### config.mk
export PLATFORM = sky130hd
export DESIGN_NAME = asdm_sample_mover
export DESIGN_NICKNAME = d
export VERILOG_FILES = /design/src/hdl/asdm_sample_mover.v
export VERILOG_INCLUDE_DIRS = /design/src /design/src/hdl
export SDC_FILE = /design/constraint.sdc
export NUM_CORES = 1
export LEC_CHECK = 0
export BUFFER_PORTS_ARGS = -buffer_cell sky130_fd_sc_hd__buf_2
export CAP_MARGIN = 10
export CORE_MARGIN = 3
export CORE_UTILIZATION = 49
export DETAILED_ROUTE_END_ITERATION = 10
export PLACE_DENSITY = 0.75
export SKIP_CTS_REPAIR_TIMING = 1
export SLEW_MARGIN = 25
export SYNTH_ARGS = -nofsm -noshare
export SYNTH_HDL_FRONTEND = slang
export SYNTH_SLANG_ARGS = --single-unit
### constraint.sdc
create_clock -name clk_in -period 4.9 [get_ports clk_in]
set_input_delay 0.245 -clock clk_in [delete_from_list [all_inputs] [get_ports clk_in]]
set_output_delay 0.245 -clock clk_in [all_outputs]
set_load 0.03 [all_outputs]
### src/hdl/asdm_consts.vh
`ifndef ASDM_CONSTS_VH
`define ASDM_CONSTS_VH
// Sample width setting codes.
`define ASDM_W8      2'h0
`define ASDM_W16     2'h1
`define ASDM_W24     2'h2
// Channel setting codes.
`define ASDM_STEREO  2'h0
`define ASDM_LEFT    2'h1
`define ASDM_RIGHT   2'h2
// Memory words are 32 bits wide, so addresses step by four bytes.
`define ASDM_STEP    32'h4
// Width of the shared buffer word count.
`define ASDM_CW      14
// Index of the last sample lane in a word for each width.
`define ASDM_LAST8   2'h3
`define ASDM_LAST16  2'h1
`define ASDM_LAST24  2'h0
// Sign bit of a 24-bit sample and the lane masks.
`define ASDM_SIGN24  23
`define ASDM_MASK8   32'h000000FF
`define ASDM_MASK16  32'h0000FFFF
// Two-entry frame buffer depth.
`define ASDM_BUF_FULL 2'h2
`endif

### src/hdl/asdm_sample_mover.v
`timescale 1ns/1ps
`include "asdm_consts.vh"

// Behaviour
// - Transmit words are read only while transmit is enabled, receive words written only while receive is enabled.
// - Each software pointer is copied into a working pointer whenever the word count has been moved.
// - Each copy of a pointer into its working pointer raises that direction's pointer-taken pulse, except a start copy while that direction is disabled.
// - One word count setting sizes both the transmit and the receive buffer.
// - The word count counts 32-bit memory words in both directions.
// - A word holds four 8-bit, two 16-bit or one right-placed sign-extended 24-bit sample.
// - Stereo samples sit in memory as left-then-right pairs, alike for transmit and receive.
// - Mono receive stores only the selected channel's sample and drops the other.
// - Mono transmit sends each fetched sample in both the left and the right half.
// - 8-bit samples pack four to a word, earliest in the lowest byte.
// - 16-bit stereo puts left in bits 15..0 and right in bits 31..16 of one word.
// - 16-bit mono puts two samples per word, earlier in the lower half.
// - 24-bit stereo takes two words per frame, left first, sign extended above bit 23.
// - Stop ceases transfers, halts the master clock and then pulses the stopped event.
module asdm_sample_mover (
  // Clock and reset.
  input  wire                 clk_in,
  input  wire                 reset_n_in,
  // Settings and commands from software.
  input  wire                 enable_in,
  input  wire                 transmit_enable_setting_in,
  input  wire                 receive_enable_setting_in,
  input  wire                 mck_enable_setting_in,
  input  wire [1:0]           sample_width_setting_in,
  input  wire [1:0]           channel_setting_in,
  input  wire [31:0]          tx_buffer_pointer_in,
  input  wire [31:0]          rx_buffer_pointer_in,
  input  wire [`ASDM_CW-1:0]  buffer_word_count_in,
  input  wire                 start_in,
  input  wire                 stop_in,
  // Events and status.
  output wire                 tx_pointer_taken_event_out,
  output wire                 rx_pointer_taken_event_out,
  output wire                 stopped_event_out,
  output wire                 running_out,
  output wire                 mck_run_out,
  // Memory master port.
  output wire                 mem_req_out,
  output wire                 mem_write_out,
  output wire [31:0]          mem_addr_out,
  output wire [31:0]          mem_wdata_out,
  input  wire                 mem_accept_in,
  input  wire                 mem_rvalid_in,
  input  wire [31:0]          mem_rdata_in,
  // Transmit frames towards the shifter.
  output wire                 tx_frame_valid_out,
  input  wire                 tx_frame_ready_in,
  output wire [23:0]          tx_left_out,
  output wire [23:0]          tx_right_out,
  // Receive frames from the shifter.
  input  wire                 rx_frame_valid_in,
  output wire                 rx_frame_ready_out,
  input  wire [23:0]          rx_left_in,
  input  wire [23:0]          rx_right_in
);

  // Memory port states, one-hot.
  localparam [2:0] M_IDLE = 3'h1;
  localparam [2:0] M_REQ  = 3'h2;
  localparam [2:0] M_READ = 3'h4;

  reg [2:0]          mst_reg;
  reg                run_reg;
  reg                stopping_reg;
  reg                stop_evt_reg;
  reg                tx_evt_reg;
  reg                rx_evt_reg;
  reg                req_reg;
  reg                wr_reg;
  reg [31:0]         addr_reg;
  reg [31:0]         wdata_reg;
  reg [31:0]         tx_addr_reg;
  reg [31:0]         rx_addr_reg;
  reg [`ASDM_CW-1:0] tx_cnt_reg;
  reg [`ASDM_CW-1:0] rx_cnt_reg;
  reg [31:0]         tx_word_reg;
  reg                tx_full_reg;
  reg [1:0]          tx_idx_reg;
  reg                tx_phase_reg;
  reg [23:0]         tx_left_reg;
  reg [31:0]         rx_word_reg;
  reg                rx_pend_reg;
  reg [1:0]          rx_idx_reg;
  reg                rx_phase_reg;
  reg                rx_hold_reg;
  reg [23:0]         rx_l_reg;
  reg [23:0]         rx_r_reg;
  reg [23:0]         buf_l_reg [0:1];
  reg [23:0]         buf_r_reg [0:1];
  reg                buf_wp_reg;
  reg                buf_rp_reg;
  reg [1:0]          buf_cnt_reg;

  // Index of the last sample lane in a word for the configured width.
  function [1:0] last_lane;
    input [1:0] w;
    begin
      case (w)
        `ASDM_W8:  last_lane = `ASDM_LAST8;
        `ASDM_W16: last_lane = `ASDM_LAST16;
        default:   last_lane = `ASDM_LAST24;
      endcase
    end
  endfunction

  // Pull one sample out of a memory word, right-justified.
  function [23:0] extract;
    input [31:0] word;
    input [1:0]  idx;
    input [1:0]  w;
    reg   [31:0] t;
    begin
      t = 32'h00000000;
      case (w)
        `ASDM_W8: begin
          t = word >> {idx, 3'h0};
          extract = {16'h0000, t[7:0]};
        end
        `ASDM_W16: begin
          t = word >> {idx[0], 4'h0};
          extract = {8'h00, t[15:0]};
        end
        default: extract = word[23:0];
      endcase
    end
  endfunction

  // Place one sample into its lane of a memory word.
  function [31:0] insert;
    input [31:0] word;
    input [1:0]  idx;
    input [1:0]  w;
    input [23:0] s;
    reg   [31:0] m;
    begin
      m = 32'h00000000;
      case (w)
        `ASDM_W8: begin
          m = `ASDM_MASK8 << {idx, 3'h0};
          insert = (word & ~m) | ({24'h000000, s[7:0]} << {idx, 3'h0});
        end
        `ASDM_W16: begin
          m = `ASDM_MASK16 << {idx[0], 4'h0};
          insert = (word & ~m) | ({16'h0000, s[15:0]} << {idx[0], 4'h0});
        end
        default: insert = {{8{s[`ASDM_SIGN24]}}, s};
      endcase
    end
  endfunction

  wire        start_go = start_in & enable_in & ~run_reg;
  wire        tx_go    = run_reg & ~stopping_reg & transmit_enable_setting_in;
  wire        rx_go    = run_reg & ~stopping_reg & receive_enable_setting_in;
  wire        stereo   = (channel_setting_in == `ASDM_STEREO);
  wire [1:0]  last     = last_lane(sample_width_setting_in);
  wire        done     = (mst_reg == M_REQ) & mem_accept_in;
  wire        tx_load  = (mst_reg == M_READ) & mem_rvalid_in;
  wire        rx_done  = done & wr_reg;
  wire        buf_in_rdy = (buf_cnt_reg != `ASDM_BUF_FULL);
  wire        buf_pop  = tx_frame_valid_out & tx_frame_ready_in;
  wire [23:0] tx_cur   = extract(tx_word_reg, tx_idx_reg, sample_width_setting_in);
  wire        tx_left_phase = stereo & ~tx_phase_reg;
  wire        tx_step  = tx_go & tx_full_reg & (tx_left_phase | buf_in_rdy);
  wire        buf_push = tx_step & ~tx_left_phase;
  wire [23:0] rx_cur   = rx_phase_reg ? rx_r_reg : rx_l_reg;
  wire        rx_step  = rx_go & rx_hold_reg & ~rx_pend_reg;

  // Memory sequencer, run control and the working pointers; receive
  // writes win over transmit reads because a late write loses audio.
  always @(posedge clk_in or negedge reset_n_in) begin
    if (!reset_n_in) begin
      mst_reg      <= M_IDLE;
      run_reg      <= 1'b0;
      stopping_reg <= 1'b0;
      stop_evt_reg <= 1'b0;
      tx_evt_reg   <= 1'b0;
      rx_evt_reg   <= 1'b0;
      req_reg      <= 1'b0;
      wr_reg       <= 1'b0;
      addr_reg     <= 32'h00000000;
      wdata_reg    <= 32'h00000000;
      tx_addr_reg  <= 32'h00000000;
      rx_addr_reg  <= 32'h00000000;
      tx_cnt_reg   <= {`ASDM_CW{1'b0}};
      rx_cnt_reg   <= {`ASDM_CW{1'b0}};
    end else begin
      tx_evt_reg   <= 1'b0;
      rx_evt_reg   <= 1'b0;
      stop_evt_reg <= 1'b0;
      if (start_go) begin
        run_reg     <= 1'b1;
        tx_addr_reg <= tx_buffer_pointer_in;
        rx_addr_reg <= rx_buffer_pointer_in;
        tx_cnt_reg  <= {`ASDM_CW{1'b0}};
        rx_cnt_reg  <= {`ASDM_CW{1'b0}};
        tx_evt_reg  <= transmit_enable_setting_in;
        rx_evt_reg  <= receive_enable_setting_in;
      end
      if (stop_in & run_reg) begin
        stopping_reg <= 1'b1;
      end
      // The stopped pulse waits until the memory port has gone quiet.
      if (stopping_reg & (mst_reg == M_IDLE)) begin
        run_reg      <= 1'b0;
        stopping_reg <= 1'b0;
        stop_evt_reg <= 1'b1;
      end
      case (mst_reg)
        M_IDLE: begin
          if (rx_go & rx_pend_reg) begin
            req_reg   <= 1'b1;
            wr_reg    <= 1'b1;
            addr_reg  <= rx_addr_reg;
            wdata_reg <= rx_word_reg;
            mst_reg   <= M_REQ;
          end else if (tx_go & ~tx_full_reg) begin
            req_reg  <= 1'b1;
            wr_reg   <= 1'b0;
            addr_reg <= tx_addr_reg;
            mst_reg  <= M_REQ;
          end
        end
        M_REQ: begin
          if (mem_accept_in) begin
            req_reg <= 1'b0;
            mst_reg <= wr_reg ? M_IDLE : M_READ;
            // Both directions count words against the one shared setting.
            if (wr_reg) begin
              if (rx_cnt_reg + 1'b1 >= buffer_word_count_in) begin
                rx_addr_reg <= rx_buffer_pointer_in;
                rx_cnt_reg  <= {`ASDM_CW{1'b0}};
                rx_evt_reg  <= 1'b1;
              end else begin
                rx_addr_reg <= rx_addr_reg + `ASDM_STEP;
                rx_cnt_reg  <= rx_cnt_reg + 1'b1;
              end
            end else begin
              if (tx_cnt_reg + 1'b1 >= buffer_word_count_in) begin
                tx_addr_reg <= tx_buffer_pointer_in;
                tx_cnt_reg  <= {`ASDM_CW{1'b0}};
                tx_evt_reg  <= 1'b1;
              end else begin
                tx_addr_reg <= tx_addr_reg + `ASDM_STEP;
                tx_cnt_reg  <= tx_cnt_reg + 1'b1;
              end
            end
          end
        end
        M_READ: begin
          if (mem_rvalid_in) begin
            mst_reg <= M_IDLE;
          end
        end
        default: begin
          req_reg <= 1'b0;
          mst_reg <= M_IDLE;
        end
      endcase
    end
  end

  // Transmit unpacking: one sample per step, a stereo frame takes a left
  // then a right step, and a mono sample goes to both halves.
  always @(posedge clk_in or negedge reset_n_in) begin
    if (!reset_n_in) begin
      tx_word_reg  <= 32'h00000000;
      tx_full_reg  <= 1'b0;
      tx_idx_reg   <= 2'h0;
      tx_phase_reg <= 1'b0;
      tx_left_reg  <= 24'h000000;
    end else if (start_go) begin
      tx_full_reg  <= 1'b0;
      tx_idx_reg   <= 2'h0;
      tx_phase_reg <= 1'b0;
    end else if (tx_load) begin
      tx_word_reg <= mem_rdata_in;
      tx_full_reg <= 1'b1;
      tx_idx_reg  <= 2'h0;
    end else if (tx_step) begin
      if (tx_left_phase) begin
        tx_left_reg  <= tx_cur;
        tx_phase_reg <= 1'b1;
      end else begin
        tx_phase_reg <= 1'b0;
      end
      if (tx_idx_reg == last) begin
        tx_full_reg <= 1'b0;
        tx_idx_reg  <= 2'h0;
      end else begin
        tx_idx_reg <= tx_idx_reg + 2'h1;
      end
    end
  end

  // Two-entry frame buffer; a stalled shifter fills it and then holds
  // the unpacker, so no fetched sample is dropped.
  always @(posedge clk_in or negedge reset_n_in) begin
    if (!reset_n_in) begin
      buf_wp_reg     <= 1'b0;
      buf_rp_reg     <= 1'b0;
      buf_cnt_reg    <= 2'h0;
      buf_l_reg[0]   <= 24'h000000;
      buf_l_reg[1]   <= 24'h000000;
      buf_r_reg[0]   <= 24'h000000;
      buf_r_reg[1]   <= 24'h000000;
    end else if (start_go) begin
      buf_wp_reg  <= 1'b0;
      buf_rp_reg  <= 1'b0;
      buf_cnt_reg <= 2'h0;
    end else begin
      if (buf_push) begin
        buf_l_reg[buf_wp_reg] <= stereo ? tx_left_reg : tx_cur;
        buf_r_reg[buf_wp_reg] <= tx_cur;
        buf_wp_reg <= ~buf_wp_reg;
      end
      if (buf_pop) begin
        buf_rp_reg <= ~buf_rp_reg;
      end
      buf_cnt_reg <= buf_cnt_reg + {1'b0, buf_push} - {1'b0, buf_pop};
    end
  end

  // Receive packing: a frame is held, then its kept samples are placed
  // lane by lane; a full word waits for the memory port.
  always @(posedge clk_in or negedge reset_n_in) begin
    if (!reset_n_in) begin
      rx_word_reg  <= 32'h00000000;
      rx_pend_reg  <= 1'b0;
      rx_idx_reg   <= 2'h0;
      rx_phase_reg <= 1'b0;
      rx_hold_reg  <= 1'b0;
      rx_l_reg     <= 24'h000000;
      rx_r_reg     <= 24'h000000;
    end else if (start_go) begin
      rx_pend_reg <= 1'b0;
      rx_idx_reg  <= 2'h0;
      rx_hold_reg <= 1'b0;
    end else begin
      if (rx_done) begin
        rx_pend_reg <= 1'b0;
      end
      if (rx_frame_valid_in & rx_frame_ready_out) begin
        rx_l_reg     <= rx_left_in;
        rx_r_reg     <= rx_right_in;
        rx_hold_reg  <= 1'b1;
        rx_phase_reg <= (channel_setting_in == `ASDM_RIGHT);
      end else if (rx_step) begin
        rx_word_reg <= insert(rx_word_reg, rx_idx_reg,
                              sample_width_setting_in, rx_cur);
        if (rx_idx_reg == last) begin
          rx_pend_reg <= 1'b1;
          rx_idx_reg  <= 2'h0;
        end else begin
          rx_idx_reg <= rx_idx_reg + 2'h1;
        end
        // Mono frames end after the kept sample; the other is dropped.
        if (stereo & ~rx_phase_reg) begin
          rx_phase_reg <= 1'b1;
        end else begin
          rx_hold_reg <= 1'b0;
        end
      end
    end
  end

  // Output assignments.
  assign tx_pointer_taken_event_out = tx_evt_reg;
  assign rx_pointer_taken_event_out = rx_evt_reg;
  assign stopped_event_out          = stop_evt_reg;
  assign running_out                = run_reg;
  assign mck_run_out                = run_reg & ~stopping_reg & mck_enable_setting_in;
  assign mem_req_out                = req_reg;
  assign mem_write_out              = wr_reg;
  assign mem_addr_out               = addr_reg;
  assign mem_wdata_out              = wdata_reg;
  // Frames left over from a stopped run stay hidden until the next start flushes them.
  assign tx_frame_valid_out         = run_reg & (buf_cnt_reg != 2'h0);
  assign tx_left_out                = buf_l_reg[buf_rp_reg];
  assign tx_right_out               = buf_r_reg[buf_rp_reg];
  assign rx_frame_ready_out         = rx_go & ~rx_hold_reg;

endmodule

* Word-level counts from Yosys, hierarchy flattened
Index checks and enable logic that the tools add are counted.
** Cells by class
- $add $sub $neg :: 8
- Magnitude comparators :: 5
- Equal/unequal tests :: 14
- Shift operators :: 6
- Mux-type cells :: 97
- Bitwise operators :: 47
- Reductions and logical operators :: 30
** Operators with widths (count)
- 2-to-1 mux 32 bit :: 12
- 2-to-1 mux 24 bit :: 9
- 2-to-1 mux 14 bit :: 10
- bitwise mux 48 bit :: 2
- adder 32 x 3 -> 32 bit, second input constant :: 2
- AND 32 bit :: 2
- NOT 32 bit :: 2
- OR 32 bit :: 2
- case mux 32 bit (2 select lines) :: 1
- case mux 24 bit (2 select lines) :: 1
- 2-to-1 mux 1 bit :: 44
- << shifter 16 x 5 -> 32 bit :: 1
- << shifter 16 x 5 -> 32 bit, first input constant :: 1
- << shifter 8 x 5 -> 32 bit :: 1
- << shifter 8 x 5 -> 32 bit, first input constant :: 1
- >> shifter 32 x 5 -> 16 bit :: 1
- >> shifter 32 x 5 -> 8 bit :: 1
- adder 14 x 1 -> 14 bit, second input constant :: 2
- greater-or-equal comparator 14 bit :: 2
- AND 1 bit :: 24
- demux 24 bit (select 1 bit) :: 1
- nonzero test 2 bit :: 10
- 2-to-1 mux 2 bit :: 9
- AND reduction 2 bit :: 9
- other kinds (26) :: 57
** Storage, ports and cells
- Register bits after elaboration :: 411
- Input port bits :: 174
- Output and inout port bits :: 121
- Word-level logic and storage cells :: 240

* Longest topological paths before layout
- Depth after elaboration :: 9
- Mapped depth :: 14
- Gate-level depth less buffers :: 12

* Worst setup path before layout
OpenSTA, ideal clock, no wires.
- Path type :: register -> register
- Start :: register rx_cnt_reg[7]
- End :: register rx_addr_reg[10]
- Arrival time :: 2.954 ns
- Required time :: 4.777 ns
- Path slack :: 1.824 ns
- Stages on the path, launching flop included :: 14
- Period minus slack after synthesis :: 3.076 ns
- Cells stage by stage :: dfrtp_1 and3_1 and3_1 and2_1 and3_1 xor2_1 ha_1 nand4_1 nor2_1 nor4_1 o211ai_1 clkbuf_1 or3_1 o221a_2
** Between the ends
- Longest elaborated chain between the ends :: 6
** RTL lines
- start: declaration :: RTL line asdm_sample_mover.v:79 : reg [`ASDM_CW-1:0] rx_cnt_reg;
- start signal: assignment :: RTL line asdm_sample_mover.v:189 : rx_cnt_reg <= {`ASDM_CW{1'b0}};
- start signal: assignment :: RTL line asdm_sample_mover.v:199 : rx_cnt_reg <= {`ASDM_CW{1'b0}};
- start signal: assignment :: RTL line asdm_sample_mover.v:235 : rx_cnt_reg <= {`ASDM_CW{1'b0}};
- adder 14 x 1 -> 14 bit :: RTL line asdm_sample_mover.v:233 : if (rx_cnt_reg + 1'b1 >= buffer_word_count_in) begin
- greater-or-equal comparator 14 bit :: RTL line asdm_sample_mover.v:233
- 2-to-1 mux 32 bit :: RTL line asdm_sample_mover.v:233
- 2-to-1 mux 32 bit :: RTL line asdm_sample_mover.v:232 : if (wr_reg) begin
- 2-to-1 mux 32 bit :: RTL line asdm_sample_mover.v:228 : if (mem_accept_in) begin
- 2-to-1 mux 32 bit :: RTL line asdm_sample_mover.v:212 : case (mst_reg)
- end signal: assignment :: RTL line asdm_sample_mover.v:197 : rx_addr_reg <= rx_buffer_pointer_in;
- end signal: assignment :: RTL line asdm_sample_mover.v:234 : rx_addr_reg <= rx_buffer_pointer_in;
- end signal: assignment :: RTL line asdm_sample_mover.v:238 : rx_addr_reg <= rx_addr_reg + `ASDM_STEP;
- end: declaration :: RTL line asdm_sample_mover.v:77 : reg [31:0] rx_addr_reg;
Every way passes these cells.
A chain may end at the register's enable or synchronous reset.

* Worst setup path after layout
- Start :: register tx_cnt_reg[2]
- End :: register tx_addr_reg[19]
** Between the ends
- Longest elaborated chain between the ends :: 6
** RTL lines
- start: declaration :: RTL line asdm_sample_mover.v:78 : reg [`ASDM_CW-1:0] tx_cnt_reg;
- start signal: assignment :: RTL line asdm_sample_mover.v:188 : tx_cnt_reg <= {`ASDM_CW{1'b0}};
- start signal: assignment :: RTL line asdm_sample_mover.v:198 : tx_cnt_reg <= {`ASDM_CW{1'b0}};
- start signal: assignment :: RTL line asdm_sample_mover.v:244 : tx_cnt_reg <= {`ASDM_CW{1'b0}};
- adder 14 x 1 -> 14 bit :: RTL line asdm_sample_mover.v:242 : if (tx_cnt_reg + 1'b1 >= buffer_word_count_in) begin
- greater-or-equal comparator 14 bit :: RTL line asdm_sample_mover.v:242
- 2-to-1 mux 32 bit :: RTL line asdm_sample_mover.v:242
- 2-to-1 mux 32 bit :: RTL line asdm_sample_mover.v:232
- 2-to-1 mux 32 bit :: RTL line asdm_sample_mover.v:228
- 2-to-1 mux 32 bit :: RTL line asdm_sample_mover.v:212
- end signal: assignment :: RTL line asdm_sample_mover.v:196 : tx_addr_reg <= tx_buffer_pointer_in;
- end signal: assignment :: RTL line asdm_sample_mover.v:243 : tx_addr_reg <= tx_buffer_pointer_in;
- end signal: assignment :: RTL line asdm_sample_mover.v:247 : tx_addr_reg <= tx_addr_reg + `ASDM_STEP;
- end: declaration :: RTL line asdm_sample_mover.v:76 : reg [31:0] tx_addr_reg;
Every way passes these cells.

==> flow_metrics.tcl <==
set metrics [dict create \
    netlist_instances 1944 \
    arrival_ns 4.58 \
    antenna_found_initial 5 \
    crit_slowest_cell "o21ai_2" \
    vias 17300 \
    cts_root_buf "clkbuf_16" \
    syn_area_um2 20200 \
    met3_usage_pct 5.03 \
    outcome "completed" \
    track_usage_pct 25.4 \
    grt_start_max_net_pins 135 \
    synth_ff_type "dfrtp_1" \
    setup_viol 0 \
    num_rows 73 \
    cts_tree "done" \
    grt_overflow 0 \
    design.die.area_um2 43600 \
    drtIter0Drc 1577 \
    slew_viol_final 0 \
    final_common_cell "dfrtp_1" \
    path_max_fanout 21 \
    met1_usage_pct 35.6 \
    ys_async_sr_fraction_pct 100 \
    maxCapViolations 0 \
    rsz0062_at_grt "false" \
    critPathKind "reg2reg" \
    ys_ff_latch 411 \
    clk_latency_ns 0.59 \
    end_kind "register" \
    yosys_warnings 0 \
    io_pins 295 \
    wire_per_inst_um 21.0 \
    critPathBufInv 1 \
    start_kind "register" \
    holdWs_ns 0.00251 \
    finClkSkew_ns 0.0191 \
    cts_sinks 411 \
    final_nets 2534 \
    tightest_slew_ns 1.03 \
    fillers 3120 \
    grt_pass1_wl_mm 89.4 \
    period_needed_ns 4.05 \
    power_mw 12.7 \
    max_freq_mhz 247 \
    use_met2_pct 40.8 \
    powerDensity_nw_per_um2 507 \
    seqCellArea_um2 10300 \
    clk_path_buf_depth 3 \
    htreeDepth 2 \
    via_per_inst 5.99 \
    cts_buffers 45 \
    fp.dieH_um 209 \
    max_stage_delay_ns 0.83 \
    cpMostUsedCell "nand2_1" \
    area_growth_pct 23.8 \
    port_buffers 294 \
    hold_viol_final 0 \
    top_usage_layer "met2" \
    grt_pass1_vias 16100 \
    stdcell_area_um2 25000 \
    dr.pass1.iters 5 \
    final_cell_mix "dfrtp_1, buf_2, nand2_1" \
    hpwl_mm 40.0 \
    synth_cell_types 64 \
    initial_core_util_pct 50.2 \
    crit_required_ns 5.42 \
    layout-drive-gt1-share_pct 26.8 \
    relSlewSlack_pct 31.5 \
    utilization_pct 62.1 \
    vdd_drop_max_mv 0.413 \
    drc_errors 0 \
    drt_wl_total_mm 60.5 \
    gp_congestion 0.908 \
    die_w_um 209 \
    core_area_um2 40200 \
    place_area_um2 22000 \
    path_cells "nand3_1 -> nor2_1 -> and3_1 -> nand2_1 -> xnor2_1 -> ha_1 -> a21oi_1 -> nor2b_1 -> o21ai_0 -> nand2_1 -> o21ai_2 -> buf_4 -> o221a_2" \
    crit_family "compound AO/OA/AOI/OAI gates" \
    multi_input_area_um2 9260 \
    leakagePower_nw 11.9 \
    hp-class "in2reg" \
    avgSynthCellArea_um2 10.4 \
    mappedNetlistNets 2158 \
    yosysSeqAreaShare_pct 51.0 \
    ant_nets 0 \
    tns_ns 0 \
    synth-edff-count 0 \
    clk_pin_slew_ns 0.06 \
    min_period_over_period_pct 82.7 \
]
[Yosys cell counts (3+ instances only)]
| cell type | count | share of area [%] |
|---|---|---|
| a22oi_1 | 15 | 0.56 |
| and3_1 | 42 | 1.3 |
| clkbuf_1 | 78 | 1.5 |
| nor2b_1 | 7 | 0.22 |
| o21ai_1 | 53 | 1.3 |
| xor2_1 | 11 | 0.48 |
| o211ai_1 | 11 | 0.41 |
| a31oi_1 | 30 | 0.93 |
| nand2_1 | 278 | 5.2 |
| o21a_1 | 12 | 0.45 |
| o22ai_1 | 25 | 0.78 |
| or2_2 | 3 | 0.093 |
| a22o_1 | 31 | 1.3 |
| o221a_2 | 42 | 2.3 |
| o221ai_1 | 8 | 0.35 |
| and4_1 | 8 | 0.35 |
| o31ai_1 | 4 | 0.15 |
| buf_2 | 24 | 0.60 |
| or3_1 | 6 | 0.19 |
| nand2b_1 | 7 | 0.22 |
| a221oi_1 | 9 | 0.39 |
| ha_1 | 40 | 2.5 |
| o21ai_0 | 184 | 4.6 |
| nor3_1 | 12 | 0.30 |
| mux2i_1 | 56 | 2.8 |
| or4_1 | 5 | 0.19 |
| dfrtp_1 | 410 | 51 |
| o31a_1 | 6 | 0.26 |
| xnor2_1 | 20 | 0.87 |
| a21oi_1 | 49 | 1.2 |
| inv_1 | 40 | 0.74 |
| buf_1 | 22 | 0.41 |
| nand3_1 | 47 | 1.2 |
| nor2_1 | 72 | 1.3 |
| mux2_2 | 173 | 9.7 |
| o211a_1 | 9 | 0.45 |
| nor3b_1 | 7 | 0.26 |
| and2_1 | 17 | 0.53 |
| a21o_1 | 7 | 0.26 |
| nand4_1 | 34 | 1.1 |
[layout make-up]
| class | count | share of cell area (%) |
|---|---|---|
| Multi-Input combinational cell | 1366 | 37.1 |
| Antenna cell | 4 | 0.0401 |
| Sequential cell | 411 | 41.2 |
| Tap cell | 525 | 2.63 |
| Timing Repair Buffer | 456 | 12.2 |
| Clock inverter | 17 | 0.897 |
| Clock buffer | 65 | 5.29 |
| Inverter | 40 | 0.602 |
[per-layer routing]
layer | wire length, µm | vias up
li1 | - | 7824
met1 | 25100 | 8559
met2 | 28600 | 747
met3 | 4990 | 136
met4 | 1770 | 2
met5 | 11 | -
[path summary, 6_finish.rpt]
path	start	endpoint	slack, ns	cells after the start
hold reg to reg	buf_l_reg[7]	buf_l_reg[7]	0.47	2
setup / recovery	tx_cnt_reg[2]	tx_addr_reg[19]	0.85	13
max in group asynchronous	reset_n_in	rx_word_reg[9]	3.24	3
min in group asynchronous	reset_n_in	mem_wdata_out[3]	0.29	2
hold / removal	rx_buffer_pointer_in[26]	rx_addr_reg[26]	0.003	2
setup reg to reg	tx_cnt_reg[2]	tx_addr_reg[19]	0.85	13
[logic make-up (layout without fill, tap and decap cells)]
group,after synthesis,after routing,synth area share (%)
and+or+nand+nor,554,554,12.8
adders and majority gates,40,40,2.48
other,0,4,0
DFF,411,411,51.0
AOI/OAI and AO/OA,511,511,16.5
muxes,230,230,12.5
xor gates and xnor gates,31,31,1.35
buffers and inverters,167,578,3.35
[power by group]
part / internal, mW / switching, mW / total, mW / leakage (nW)
combinational: 1.60 / 2.30 / 3.90 / 5.83
clock: 2.09 / 1.45 / 3.54 / 0.758
sequential: 4.33 / 0.889 / 5.22 / 5.30
[metrics by stage]
stage                     worst slack (ns)  instances
after global routing                 0.476       2884
after floorplan                       1.82       1944
after CTS                            0.915       2743
after detailed placement             0.919       2661
final                                0.847       2884
after global placement                1.04       2661
No activity file was read; power rests on OpenSTA's default activity.
